[src/ppm_defines.svh]
// Purpose: constants for the peripheral pin selection block
// Assumes: 32-bit register words on an AXI4-Lite slave
// Notes: byte offsets, field positions, reset values
`ifndef PPM_DEFINES_SVH
`define PPM_DEFINES_SVH

`define PPM_OFF_STRAP 12'h000
`define PPM_OFF_SEL 12'h004
`define PPM_OFF_GPEN 12'h008
`define PPM_OFF_GPDIR 12'h00C
`define PPM_OFF_GPOUT 12'h010
`define PPM_OFF_GPIN 12'h014

`define PPM_BIT_CELL 0
`define PPM_BIT_PCI 1
`define PPM_BIT_S2 2
`define PPM_BIT_AUTO 3

`define PPM_BIT_S1_EN 0
`define PPM_BIT_CELL_EN 1
`define PPM_BIT_HOST_EN 2
`define PPM_BIT_PCI_EN 3
`define PPM_BIT_S2_EN 4
`define PPM_BIT_EE_EN 5
`define PPM_BIT_UGP_EN 6
`define PPM_BIT_AUTOLOAD 7

`define PPM_RST_GP 7'h00
`define PPM_RESP_OKAY 2'h0
`define PPM_RESP_SLVERR 2'h2

`endif

[src/ppm_pkg.sv]
// Purpose: shared types for the peripheral pin selection block
// Assumes: nothing beyond the defines header
// Notes: carriers for straps and selection outputs
`default_nettype none
package ppm_pkg;
    typedef struct packed {
        logic cell_port_select_strap;
        logic pci_select;
        logic serial_two_select_pin;
        logic eeprom_autoinit_strap;
    } ppm_straps_t;

    typedef struct packed {
        logic serial_one_en;
        logic cell_port_en;
        logic host_port_en;
        logic pci_port_en;
        logic serial_two_en;
        logic eeprom_en;
        logic upper_gpio_avail;
        logic pci_autoload;
    } ppm_sel_t;

    typedef struct packed {
        logic [2:0] sync_a;
        logic [2:0] sync_b;
        logic [2:0] sync_c;
    } ppm_sync_state_t;
endpackage : ppm_pkg
`default_nettype wire

[src/ppm_pin_sync.sv]
// Purpose: three-stage synchroniser with agreement filter
// Assumes: input from outside the sys_clk domain
// Notes: output changes once stages two and three agree
`default_nettype none
module ppm_pin_sync #(
    parameter logic RESET_VALUE = 1'b0
) (
    input wire logic sys_clk,
    input wire logic rst_n,
    input wire logic pin,
    output logic level
);
    logic [2:0] stage;
    logic next_level;

    always_comb begin
        next_level = level;
        if (stage[1] == stage[2]) begin
            next_level = stage[1];
        end
    end

    always_ff @(posedge sys_clk or negedge rst_n) begin
        if (!rst_n) begin
            stage <= {3{RESET_VALUE}};
            level <= RESET_VALUE;
        end else begin
            stage <= {stage[1:0], pin};
            level <= next_level;
        end
    end
endmodule : ppm_pin_sync
`default_nettype wire

[src/ppm_pin_select.sv]
// Purpose: reset-latched peripheral selection and shared pin ownership
// Assumes: straps held stable by the board around reset release
// Notes: registers on AXI4-Lite; strap capture at the end of reset
`include "ppm_defines.svh"
`default_nettype none
// Notes on behaviour
// - straps are captured on the first clock after reset release; all but serial two select are kept as configuration afterwards.
// - each shared pin has exactly one owner among the muxed peripherals.
// - cell strap 0 gives shared pins to serial one; cell standalone pins float.
// - cell strap 1 gives shared pins to cell port; serial one standalone floats.
// - pci select 0 enables host port and frees upper gpio for software.
// - pci select 0 floats byte-enable-zero and eeprom chip select.
// - pci select 1 disables host port; shared host pins go to pci.
// - pci select 1 gives shared gpio pins to pci.
// - serial two off only when pci select 1 and serial two select 0.
// - that combination with autoinit strap 1 loads pci from eeprom.
// - serial two select may rise later, enabling serial two, no reset.
// - upper gpio works only with pci off and enable, direction bits set.
// - coprocessors, timers, serial zero, lower gpio are always available.
// - autoinit strap 0 means pci uses built-in defaults.
module ppm_pin_select (
    input wire logic sys_clk,
    input wire logic resetn,
    input wire logic cell_select_address_pin,
    input wire logic pci_select_pin,
    input wire logic serial_two_select_pin,
    input wire logic autoinit_address_pin,
    input wire logic [6:0] upper_gpio_in,
    output logic [6:0] upper_gpio_out,
    output logic [6:0] upper_gpio_oe,
    output logic shared_s1_cell_oe_s1,
    output logic shared_s1_cell_oe_cell,
    output logic cell_standalone_oe,
    output logic s1_standalone_oe,
    output logic shared_host_pci_oe_host,
    output logic shared_host_pci_oe_pci,
    output logic byte_enable_zero_oe,
    output logic eeprom_chip_select_oe,
    output logic shared_s2_pci_oe_s2,
    output logic shared_s2_pci_oe_pci,
    output ppm_pkg::ppm_sel_t sel,
    output logic always_on_en,
    input wire logic s_axi_awvalid,
    output logic s_axi_awready,
    input wire logic [11:0] s_axi_awaddr,
    input wire logic s_axi_wvalid,
    output logic s_axi_wready,
    input wire logic [31:0] s_axi_wdata,
    input wire logic [3:0] s_axi_wstrb,
    output logic s_axi_bvalid,
    input wire logic s_axi_bready,
    output logic [1:0] s_axi_bresp,
    input wire logic s_axi_arvalid,
    output logic s_axi_arready,
    input wire logic [11:0] s_axi_araddr,
    output logic s_axi_rvalid,
    input wire logic s_axi_rready,
    output logic [31:0] s_axi_rdata,
    output logic [1:0] s_axi_rresp
);
    typedef struct packed {
        logic captured;
        ppm_pkg::ppm_straps_t strap;
        ppm_pkg::ppm_sel_t sel;
        logic [6:0] gp_en;
        logic [6:0] gp_dir;
        logic [6:0] gp_out;
        logic aw_have;
        logic [11:0] aw_addr;
        logic w_have;
        logic [31:0] w_data;
        logic [3:0] w_strb;
        logic bvalid;
        logic [1:0] bresp;
        logic rvalid;
        logic [31:0] rdata;
        logic [1:0] rresp;
    } ppm_state_t;

    ppm_state_t st;
    ppm_state_t next_st;
    logic [1:0] rst_sync;
    logic rst_n;
    logic [3:0] pin_level;
    logic [6:0] gp_in_level;
    logic [31:0] rd_word;
    logic rd_ok;
    logic wr_fire;

    // reset assert asynchronous, release through two flip-flops
    always_ff @(posedge sys_clk or negedge resetn) begin
        if (!resetn) begin
            rst_sync <= 2'h0;
        end else begin
            rst_sync <= {rst_sync[0], 1'b1};
        end
    end
    assign rst_n = rst_sync[1];

    // strap synchronisers keep sampling while reset is held, so capture sees settled levels
    ppm_pin_sync #(.RESET_VALUE(1'b0)) u_sync_cell (.sys_clk(sys_clk), .rst_n(1'b1),
        .pin(cell_select_address_pin), .level(pin_level[`PPM_BIT_CELL]));
    ppm_pin_sync #(.RESET_VALUE(1'b0)) u_sync_pci (.sys_clk(sys_clk), .rst_n(1'b1),
        .pin(pci_select_pin), .level(pin_level[`PPM_BIT_PCI]));
    ppm_pin_sync #(.RESET_VALUE(1'b0)) u_sync_s2 (.sys_clk(sys_clk), .rst_n(1'b1),
        .pin(serial_two_select_pin), .level(pin_level[`PPM_BIT_S2]));
    ppm_pin_sync #(.RESET_VALUE(1'b0)) u_sync_auto (.sys_clk(sys_clk), .rst_n(1'b1),
        .pin(autoinit_address_pin), .level(pin_level[`PPM_BIT_AUTO]));

    genvar gi;
    generate
        for (gi = 0; gi < 7; gi++) begin : g_gpin
            ppm_pin_sync #(.RESET_VALUE(1'b0)) u_sync_gp (.sys_clk(sys_clk),
                .rst_n(rst_n), .pin(upper_gpio_in[gi]), .level(gp_in_level[gi]));
        end
    endgenerate

    always_comb begin
        rd_word = 32'h0000_0000;
        rd_ok = 1'b1;
        case (s_axi_araddr)
            `PPM_OFF_STRAP: rd_word = {28'h0, st.strap.eeprom_autoinit_strap,
                st.strap.serial_two_select_pin, st.strap.pci_select,
                st.strap.cell_port_select_strap};
            `PPM_OFF_SEL: rd_word = {24'h0, st.sel};
            `PPM_OFF_GPEN: rd_word = {25'h0, st.gp_en};
            `PPM_OFF_GPDIR: rd_word = {25'h0, st.gp_dir};
            `PPM_OFF_GPOUT: rd_word = {25'h0, st.gp_out};
            `PPM_OFF_GPIN: rd_word = {25'h0, gp_in_level};
            default: rd_ok = 1'b0;
        endcase
    end

    assign wr_fire = st.aw_have && st.w_have && !st.bvalid;

    always_comb begin
        ppm_pkg::ppm_straps_t s;
        s = st.strap;
        next_st = st;
        // straps taken from the synchronised pins on the first clock after release; serial two select keeps following
        if (!st.captured) begin
            s.cell_port_select_strap = pin_level[`PPM_BIT_CELL];
            s.pci_select = pin_level[`PPM_BIT_PCI];
            s.serial_two_select_pin = pin_level[`PPM_BIT_S2];
            s.eeprom_autoinit_strap = pin_level[`PPM_BIT_AUTO];
            next_st.captured = 1'b1;
        end else begin
            s.serial_two_select_pin = pin_level[`PPM_BIT_S2];
        end
        next_st.strap = s;
        next_st.sel.serial_one_en = !s.cell_port_select_strap;
        next_st.sel.cell_port_en = s.cell_port_select_strap;
        next_st.sel.host_port_en = !s.pci_select;
        next_st.sel.pci_port_en = s.pci_select;
        next_st.sel.upper_gpio_avail = !s.pci_select;
        next_st.sel.serial_two_en = !(s.pci_select && !s.serial_two_select_pin);
        next_st.sel.eeprom_en = s.pci_select && !s.serial_two_select_pin;
        // autoload decided at capture, cleared for good once serial two select is high
        if (!st.captured) begin
            next_st.sel.pci_autoload = pin_level[`PPM_BIT_PCI] && !pin_level[`PPM_BIT_S2]
                && pin_level[`PPM_BIT_AUTO];
        end else if (s.serial_two_select_pin) begin
            next_st.sel.pci_autoload = 1'b0;
        end

        if (s_axi_awvalid && !st.aw_have) begin
            next_st.aw_have = 1'b1;
            next_st.aw_addr = s_axi_awaddr;
        end
        if (s_axi_wvalid && !st.w_have) begin
            next_st.w_have = 1'b1;
            next_st.w_data = s_axi_wdata;
            next_st.w_strb = s_axi_wstrb;
        end
        if (wr_fire) begin
            next_st.aw_have = 1'b0;
            next_st.w_have = 1'b0;
            next_st.bvalid = 1'b1;
            next_st.bresp = `PPM_RESP_OKAY;
            case (st.aw_addr)
                `PPM_OFF_GPEN: if (st.w_strb[0]) next_st.gp_en = st.w_data[6:0];
                `PPM_OFF_GPDIR: if (st.w_strb[0]) next_st.gp_dir = st.w_data[6:0];
                `PPM_OFF_GPOUT: if (st.w_strb[0]) next_st.gp_out = st.w_data[6:0];
                `PPM_OFF_STRAP, `PPM_OFF_SEL, `PPM_OFF_GPIN: next_st.bresp = `PPM_RESP_OKAY;
                default: next_st.bresp = `PPM_RESP_SLVERR;
            endcase
        end
        if (st.bvalid && s_axi_bready) begin
            next_st.bvalid = 1'b0;
        end
        if (s_axi_arvalid && !st.rvalid) begin
            next_st.rvalid = 1'b1;
            next_st.rdata = rd_word;
            next_st.rresp = rd_ok ? `PPM_RESP_OKAY : `PPM_RESP_SLVERR;
        end else if (st.rvalid && s_axi_rready) begin
            next_st.rvalid = 1'b0;
        end
    end

    always_ff @(posedge sys_clk or negedge rst_n) begin
        if (!rst_n) begin
            st.captured <= 1'b0;
            st.strap <= 4'h0;
            st.sel <= 8'h00;
            st.gp_en <= `PPM_RST_GP;
            st.gp_dir <= `PPM_RST_GP;
            st.gp_out <= `PPM_RST_GP;
            st.aw_have <= 1'b0;
            st.aw_addr <= 12'h000;
            st.w_have <= 1'b0;
            st.w_data <= 32'h0000_0000;
            st.w_strb <= 4'h0;
            st.bvalid <= 1'b0;
            st.bresp <= 2'h0;
            st.rvalid <= 1'b0;
            st.rdata <= 32'h0000_0000;
            st.rresp <= 2'h0;
        end else begin
            st.captured <= next_st.captured;
            st.strap <= next_st.strap;
            st.sel <= next_st.sel;
            st.gp_en <= next_st.gp_en;
            st.gp_dir <= next_st.gp_dir;
            st.gp_out <= next_st.gp_out;
            st.aw_have <= next_st.aw_have;
            st.aw_addr <= next_st.aw_addr;
            st.w_have <= next_st.w_have;
            st.w_data <= next_st.w_data;
            st.w_strb <= next_st.w_strb;
            st.bvalid <= next_st.bvalid;
            st.bresp <= next_st.bresp;
            st.rvalid <= next_st.rvalid;
            st.rdata <= next_st.rdata;
            st.rresp <= next_st.rresp;
        end
    end

    // one owner per shared pin, all enables from registered selection
    assign shared_s1_cell_oe_s1 = st.captured && st.sel.serial_one_en;
    assign shared_s1_cell_oe_cell = st.captured && st.sel.cell_port_en;
    assign cell_standalone_oe = st.captured && st.sel.cell_port_en;
    assign s1_standalone_oe = st.captured && st.sel.serial_one_en;
    assign shared_host_pci_oe_host = st.captured && st.sel.host_port_en;
    assign shared_host_pci_oe_pci = st.captured && st.sel.pci_port_en;
    assign byte_enable_zero_oe = st.captured && st.sel.pci_port_en;
    assign eeprom_chip_select_oe = st.captured && st.sel.eeprom_en;
    assign shared_s2_pci_oe_s2 = st.captured && st.sel.serial_two_en;
    assign shared_s2_pci_oe_pci = st.captured && !st.sel.serial_two_en;
    // upper gpio driven only with pci off and enable and direction set
    assign upper_gpio_oe = (st.captured && st.sel.upper_gpio_avail) ?
        (st.gp_en & st.gp_dir) : 7'h00;
    assign upper_gpio_out = st.gp_out;
    assign sel = st.sel;
    assign always_on_en = 1'b1;

    assign s_axi_awready = !st.aw_have;
    assign s_axi_wready = !st.w_have;
    assign s_axi_bvalid = st.bvalid;
    assign s_axi_bresp = st.bresp;
    assign s_axi_arready = !st.rvalid;
    assign s_axi_rvalid = st.rvalid;
    assign s_axi_rdata = st.rdata;
    assign s_axi_rresp = st.rresp;
endmodule : ppm_pin_select
`default_nettype wire

[config.mk]
export PLATFORM = sky130hd
export DESIGN_NAME = ppm_pin_select
export DESIGN_NICKNAME = d
export VERILOG_FILES = /design/src/ppm_pkg.sv /design/src/ppm_pin_sync.sv /design/src/ppm_pin_select.sv
export VERILOG_INCLUDE_DIRS = /design/src /design/src/src
export SDC_FILE = /design/constraint.sdc
export NUM_CORES = 1
export LEC_CHECK = 0
export BUFFER_PORTS_ARGS = -buffer_cell sky130_fd_sc_hd__buf_2
export CAP_MARGIN = 10
export CORE_MARGIN = 5
export CORE_UTILIZATION = 35
export CTS_CLUSTER_DIAMETER = 50
export CTS_CLUSTER_SIZE = 25
export DETAILED_ROUTE_END_ITERATION = 8
export PLACE_DENSITY = 0.58
export SLEW_MARGIN = 30
export SYNTH_ARGS = -nofsm -noshare
export SYNTH_HDL_FRONTEND = slang
export SYNTH_SLANG_ARGS = --single-unit
[constraint.sdc]
create_clock -name sys_clk -period 2.74 [get_ports sys_clk]
set_clock_uncertainty 0.1 [all_clocks]
set_input_delay 0.274 -clock sys_clk [delete_from_list [all_inputs] [get_ports sys_clk]]
set_output_delay 0.274 -clock sys_clk [all_outputs]
set_load 0.02 [all_outputs]
# Yosys cells after proc, flatten, opt, wreduce, memory -nomap -nowiden
# Cells that the tools add are included.
# totals
reg_bits	165
in_bits	78
out_inout_bits	74
word_cells	122
# classes
n_eq_ne	22
muxes	16
n_bitwise	1
reduce_logical	37
# ops
op	count
equality test 12 x 4 -> 1 bit, second input constant	4
equality test 12 x 5 -> 1 bit, second input constant	4
one-hot mux 8 bit (6 select lines)	1
two-way mux 37 bit	1
equality test 12 x 3 -> 1 bit, second input constant	2
logical NOT 12 bit	2
logical AND 1 bit	17
two-way mux 13 bit	1
OR reduction 6 bit	2
equality test 1 bit	11
logical NOT 1 bit	9
AND reduction 3 bit	3
two-way mux 1 bit	8
nonzero test 2 bit	4
AND 7 bit	1
two-way mux 7 bit	1
two-way mux 2 bit	3
two-way mux 3 bit	1
!= test 2 x 1 -> 1 bit, second input constant	1

# Depth between registers and ports, before layout
# Gate-level depths: netlist of the first run.
# depth
word_depth	5
depth_mapped	6
depth_no_buf	4

# Hierarchy
# Synthesis of the first run repeated with hierarchy kept, for this count alone.
# hier_totals
hier_cells	345
area_unflattened_um2	4633.2
# modules_own_cells
mod	instances	cells_per_inst	area_each_um2
ppm_pin_select	1	290	3408.3
ppm_pin_sync	11	5	111.4

# Worst setup path before layout of the first run
# Ideal clock, no wire load.
# synth_timing
kind	register to register
start	register st, in the netlist s_axi_bvalid
end	register st, in the netlist upper_gpio_out[0]
arrival_time_ps	1746
setup_slack_ps	769
path_stages_with_launch	5
cell_sequence	dfrtp_1 and3b_1 nand4_2 nor4b_4 mux2_2
# synth_between
elab_chain_cells	3
# synth_rtl
element	line	text
start: declaration	ppm_pin_select.sv:80	ppm_state_t st;
logical NOT 1 bit	ppm_pin_select.sv:134	assign wr_fire = st.aw_have && st.w_have && !st.bvalid;
logical AND 1 bit	ppm_pin_select.sv:134	
AND reduction 3 bit (no line)	--	
# No other way between the ends.
# A chain may end at the register's enable or synchronous reset.

# Final worst setup path of the first run
# layout_timing
start	register st[82] (netlist name)
end	register st, in the netlist upper_gpio_out[5]
# layout_between
elab_chain_cells	2
# layout_rtl
element	line	text
equality test 12 x 5 -> 1 bit	ppm_pin_select.sv:180	case (st.aw_addr)
AND reduction 3 bit (no line)	--	
# No other way between the ends.

==> results of run 1 <==
-- sequential cells by signal, indices dropped and copies added (netlist names), 7 cells and up --
name                    cells
sel                         7
s_axi_rdata                 8
g_gpin.u_sync_gp.stage     21
upper_gpio_out              7
g_gpin.u_sync_gp.level      7
st                         39
-- power breakdown --
group	total (uW)	internal [uW]	leakage [uW]	switching (uW)
sequential	2120	1880	0.00131	234
combinational	621	321	0.00115	300
clock	1390	808	0.000157	583
-- cell families after synthesis --
| family | count (synthesis) |
|---|---|
| flip-flops | 111 |
| buffers and inverters | 76 |
| multiplexers | 56 |
| AND/OR/NAND/NOR | 54 |
| AO/OA/AOI/OAI | 32 |
| adder cells (fa/ha/maj) | 7 |
| XOR/XNOR | 4 |
| other | 2 |
-- layer usage --
layer / global-route usage / share of wire
met2: 0.185 / 0.46
met4: 0.0393 / 0.014
met1: 0.151 / 0.44
met5: 0 / 0
met3: 0.0497 / 0.088
-- worst max path at each step --
stage	from	endpoint	slack [ps]	depth (start not counted)
final	st[82]	upper_gpio_out[5]	510	4
after global routing	st[82]	upper_gpio_out[2]	370	4
after CTS	st[82]	upper_gpio_out[5]	460	4
after detailed placement	st[82]	upper_gpio_out[5]	490	4
after global placement	st[82]	upper_gpio_out[2]	500	4
after floorplan	s_axi_bvalid	upper_gpio_out[0]	770	4
-- area by class of cell --
type	count	share of cell area
tap	172	0.0398
inverter	10	0.00694
clock buffer	10	0.0423
sequential	111	0.507
multi-input combinational	182	0.270
timing repair buffer	111	0.118
clock inverter	6	0.0169
-- cells in the final DEF (no fill, tap or decap), types with 5 or more instances in the layout --
master	synthesis	final
a21oi_1	9	9
a22o_1	6	6
and2_1	6	6
and3_1	7	7
buf_2	3	96
clkbuf_16	0	9
conb_1	2	29
dfrtp_1	95	94
dfxtp_1	12	12
dlygate4sd3_1	0	12
inv_1	10	10
maj3_1	7	7
mux2_2	46	46
mux2i_1	8	8
nor2_1	12	12
o21ai_0	5	5
-- stage by stage --
step | setup WS (ps) | power (uW)
2_1_floorplan | 769 | 2600
3_3_place_gp | 496 | 2740
3_5_place_dp | 487 | 2770
4_1_cts | 458 | 4190
5_1_grt | 371 | 4350
6_report | 506 | 4130
-- critical path: cells and delay by family, from the launching register on --
kind / cells / cell delay [ps]
simple gates: 3 / 1200
mux: 1 / 410
flops: 1 / 410
==> results_dict.tcl, run 1 <==
set metrics [dict create \
    syn_inst 342 \
    io_pins 152 \
    die_w_um 125 \
    viasPerCell 4.45 \
    critPathArrivalTime_ps 2360 \
    worstMarginPinSlew_ps 690 \
    synth.ff_latch_count 111 \
    ys_seq_area_frac 0.596 \
    rrSetupSlack_ps 510 \
    grt_start_max_net_pins 54 \
    setup_violations 0 \
    drc 0 \
    antenna_found_initial 0 \
    slowest_stage "nor4b_4" \
    final_util 0.425 \
    port_buffers 96 \
    synth_compound_area_frac 0.0461 \
    hpwlAfterDp_mm 6.65 \
    first_global_vias 2753 \
    worstPathRequired_ps 2870 \
    r2r-start "st[82]" \
    synth_top_area_cell "dfrtp_1" \
    grt_pass1_wl_mm 14.6 \
    via_count 2681 \
    synth_top_family_by_area "multiplexers" \
    timing.fmax_mhz 448 \
    nNetsFinal 503 \
    cts_made_buffers 9 \
    synthMostInstantiatedCell "dfrtp_1" \
    layout.cells.non_filler 602 \
    firstDrtPassIters 4 \
    fillCellCount 1233 \
    clk_latency_ps 350 \
    wl_per_cell_um 15.0 \
    holdBufCountCts 12 \
    grt_setup_unrepaired "no" \
    ys_types 42 \
    synthArstFlopShare 0.856 \
    outcome "finished, final reports clean" \
    fp-row-count 41 \
    routed_wl_mm 9.04 \
    seq_area_um2 2740 \
    crit_path_max_fanout 7 \
    placed_area_um2 4970 \
    whs_ps 9.92 \
    cts_root_buffer "clkbuf_16" \
    place_congestion 0.757 \
    slew_headroom 0.540 \
    max_stage_delay_ps 650 \
    synth_top_area_frac 0.518 \
    p_leak_uw 0.00262 \
    cp-end-kind "register" \
    synth_xor_xnor_area_share 0.00763 \
    drv_slew 0 \
    path_cells "nor4_4, nand4_2, nor4b_4, mux2_2" \
    synth_mux_area_frac 0.140 \
    grt_usage 0.119 \
    syn_avg_cell_area_um2 13.4 \
    clkTransAtPathRegs_ps 70 \
    drt_iter0_drc 131 \
    p_per_area_nw_per_um2 763 \
    drive_gt1_frac 0.400 \
    syn-cell-area_um2 4590 \
    start_util 0.361 \
    synth_edf_count 4 \
    final_area_um2 5410 \
    synthTopCellsByArea "dfrtp_1 52%, mux2_2 11%, buf_4 9.0%" \
    postRouteAntennaNets 0 \
    ys_warn_count 0 \
    cap_violations 0 \
    critPathKind "reg2reg" \
    diodes 0 \
    synthTopCellsByCount "95 x dfrtp_1, 55 x buf_4, 46 x mux2_2" \
    cts_tree "built" \
    core_um2 12700 \
    period_needed_ps 2230 \
    peakVddDrop_mv 0.406 \
    htree_num_levels 3 \
    area_growth_syn_to_layout_pct 17.8 \
    hold_class "in2reg" \
    die_area_um2 15500 \
    start_kind "register" \
    r2r-end "upper_gpio_out[5]" \
    cts_resized 0 \
    hold_path_end "s_axi_bvalid" \
    holdCritStartpoint "s_axi_bready" \
    ff2ff_path_depth 4 \
    overflow 0 \
    post_cts_buffers 0 \
    fin_crit_sh 0.815 \
    yosys.area_share.simple 0.0850 \
    clk_path_buf_depth 2 \
    ys.flop_type "dfrtp_1" \
    multi_input_area_um2 1460 \
    place_inst 574 \
    fin_setup_tns_ps 0 \
    synth_fa_ha_area_frac 0.0153 \
    hold_depth 2 \
    fp.dieH_um 125 \
    hold_viol 0 \
    cts_num_sinks 111 \
]
No activity file was read; power rests on OpenSTA's default activity.
==> run 2: changes to the inputs <==
ABC_AREA = 1   (was default)
PLACE_DENSITY = 0.55   (was 0.58)
clock period = 2.2 ns   (was 2.74 ns; I/O delays follow)
==> run 2 against run 1 <==
Sequential cell count is the same. Area after synthesis increased by 5.4%. Global-route usage rose by 1.3 points. Clock power increased by 12%. Critical path type is now reg2out. Largest cell class unchanged.
==> results_dict.tcl, run 2 <==
set metrics [dict create \
    outcome "finished, final reports clean" \
    routed_wl_mm 10.1 \
    fp-row-count 43 \
    drv_slew 0 \
    core_um2 13700 \
    syn_inst 509 \
    fp.dieH_um 128 \
    whs_ps 16.8 \
    p_leak_uw 0.00291 \
    fin_crit_sh 0.838 \
    ys.flop_type "dfrtp_1" \
    first_global_vias 3499 \
    critPathKind "reg2out" \
    synth_top_family_by_area "simple AND/OR/NAND/NOR gates" \
    crit_path_max_fanout 8 \
    drc 0 \
    p_switching_uw 1580 \
    syn-cell-area_um2 4840 \
    synth_mux_area_frac 0.0140 \
    clk_path_buf_depth 2 \
    synthMostInstantiatedCell "dfrtp_1" \
    ys_types 33 \
    synth.ff_latch_count 111 \
    synthArstFlopShare 0.856 \
    drive_gt1_frac 0.252 \
    viasPerCell 4.28 \
    synth_xor_xnor_area_share 0.00724 \
    final_common_cell "buf_2" \
    grt_setup_unrepaired "no" \
    synth_compound_area_frac 0.0564 \
    clk_latency_ps 350 \
    fillCellCount 1385 \
    cts_num_sinks 111 \
    start_util 0.353 \
    port_buffers 96 \
    final_cell_mix "96 x buf_2, 94 x dfrtp_1, 92 x nand2_1" \
    layout.cells.non_filler 787 \
    yosys.area_share.simple 0.193 \
    ys_seq_area_frac 0.566 \
    diodes 0 \
    hpwlAfterDp_mm 7.57 \
    cts_root_buffer "clkbuf_16" \
    die_w_um 128 \
    pwr-share-clk 0.309 \
    top_register "st" \
    fin_setup_tns_ps 0 \
    cts_made_buffers 9 \
    cap_violations 0 \
    setup_violations 0 \
    synth_fa_ha_area_frac 0.0145 \
    final_util 0.414 \
    worstPathRequired_ps 1880 \
    area_growth_syn_to_layout_pct 17.4 \
    crit_start "sel[1]" \
    syn_avg_cell_area_um2 9.50 \
    ys_warn_count 0 \
    grt_start_max_net_pins 41 \
    htree_num_levels 3 \
    firstDrtPassIters 4 \
    start_kind "register" \
    p_per_area_nw_per_um2 889 \
    hold_viol 0 \
    synth_edf_count 4 \
    synthTopCellsByCount "95 x dfrtp_1, 92 x nand2_1, 57 x inv_1" \
    hold_class "in2reg" \
    swShare 0.313 \
    cp-end-kind "output pin" \
    nNetsFinal 680 \
    comb_power_share 0.186 \
    grt_pass1_wl_mm 17.0 \
    postRouteAntennaNets 0 \
    slew_headroom 0.603 \
    place_congestion 0.804 \
    clkTransAtPathRegs_ps 70 \
    r2r-start "s_axi_bvalid" \
    critPathArrivalTime_ps 1520 \
    holdCritStartpoint "s_axi_awaddr[5]" \
    overflow 0 \
    peakVddDrop_mv 0.538 \
    io_pins 152 \
    p_int_uw 3470 \
    grt_usage 0.132 \
    wl_per_cell_um 12.8 \
    synth_top_area_frac 0.491 \
    synthTopCellsByArea "dfrtp_1 49%, buf_4 8.7%, nand2_1 7.1%" \
    antenna_found_initial 2 \
    largest_register_ffs 39 \
    via_count 3371 \
    period_needed_ps 1840 \
    synth_top_area_cell "dfrtp_1" \
    worstMarginPinSlew_ps 594 \
    drt_iter0_drc 96 \
    die_area_um2 16300 \
    timing.fmax_mhz 543 \
    power_frac_seq 0.505 \
    cts_tree "built" \
    place_inst 751 \
    cts_resized 0 \
]
run 2: cell count changes after synthesis, sizes merged, moves of 7 or more:
cell    change
nand2      +94
mux2i       -8
a21oi      +10
o21ai      +23
nor2       +48
nand3      +39
clkbuf      -7
mux2       -40
inv        +49
run 2: cells by family (layout without fill, tap and decap cells):
logic type,Yosys count,after routing
AO/OA/AOI/OAI,47,47
other,2,29
flip-flops,111,111
buffers and inverters,123,194
adder cells (fa/ha/maj),7,7
XOR/XNOR,4,4
AND/OR/NAND/NOR,209,209
multiplexers,6,6
run 2: final cells by class:
cell class	instances	area, um^2	area share
flip-flops and latches	111	2740	0.483
multi-input cells	302	1490	0.262
repair buffers	119	716	0.126
clock buffers	9	225	0.0397
well taps	180	225	0.0397
inverters	59	224	0.0395
clock inverters	7	56.3	0.00992
run 2: path summary, 6_finish.rpt:
kind / end / slack, ps / cells after the start
worst min register to register: s_axi_bvalid / 200 / 0
max in group asynchronous: g_gpin[0].u_sync_gp.level / 1170 / 1
worst max-delay path: upper_gpio_oe[2] / 360 / 3
min in group asynchronous: rst_sync[1] / 70 / 2
worst min-delay path: st[80] / 20 / 3
worst max register to register: upper_gpio_out[5] / 460 / 6
run 2: power by group through the flow:
stage	combinational (uW)	sequential [uW]	clock, uW
floorplan	754	2570	0
global placement	905	2580	0
detailed placement	927	2590	0
CTS	955	2550	1620
global route	1070	2590	1700
finish	939	2550	1560
run 2: critical path, cell delays in order (launching register included):
cell and delay, ps:
dfrtp_1 420, nand2_1 230, nor3_1 290, buf_2 230
run 2: stage by stage:
stage	cell area, um^2	power, uW	worst slack, ps
after floorplan	4940	3320	501
after global placement	5190	3490	465
after detailed placement	5190	3520	440
after CTS	5680	5120	323
after global routing	5680	5360	273
final	5680	5040	357
run 2: layer usage:
| layer | track usage | up-vias | share of wire | wire, um |
|---|---|---|---|---|
| li1 | - | 1697 | - | - |
| met1 | 0.165 | 1548 | 0.44 | 4490 |
| met2 | 0.215 | 103 | 0.46 | 4670 |
| met3 | 0.0351 | 19 | 0.072 | 732 |
| met4 | 0.0549 | 4 | 0.019 | 197 |
| met5 | 0 | - | 0.0021 | 21 |
run 2: timing repair:
item	4_1_cts	5_1_grt
setup buffers	0	0
hold buffers	20	0
endpoints found under the hold margin	21	0
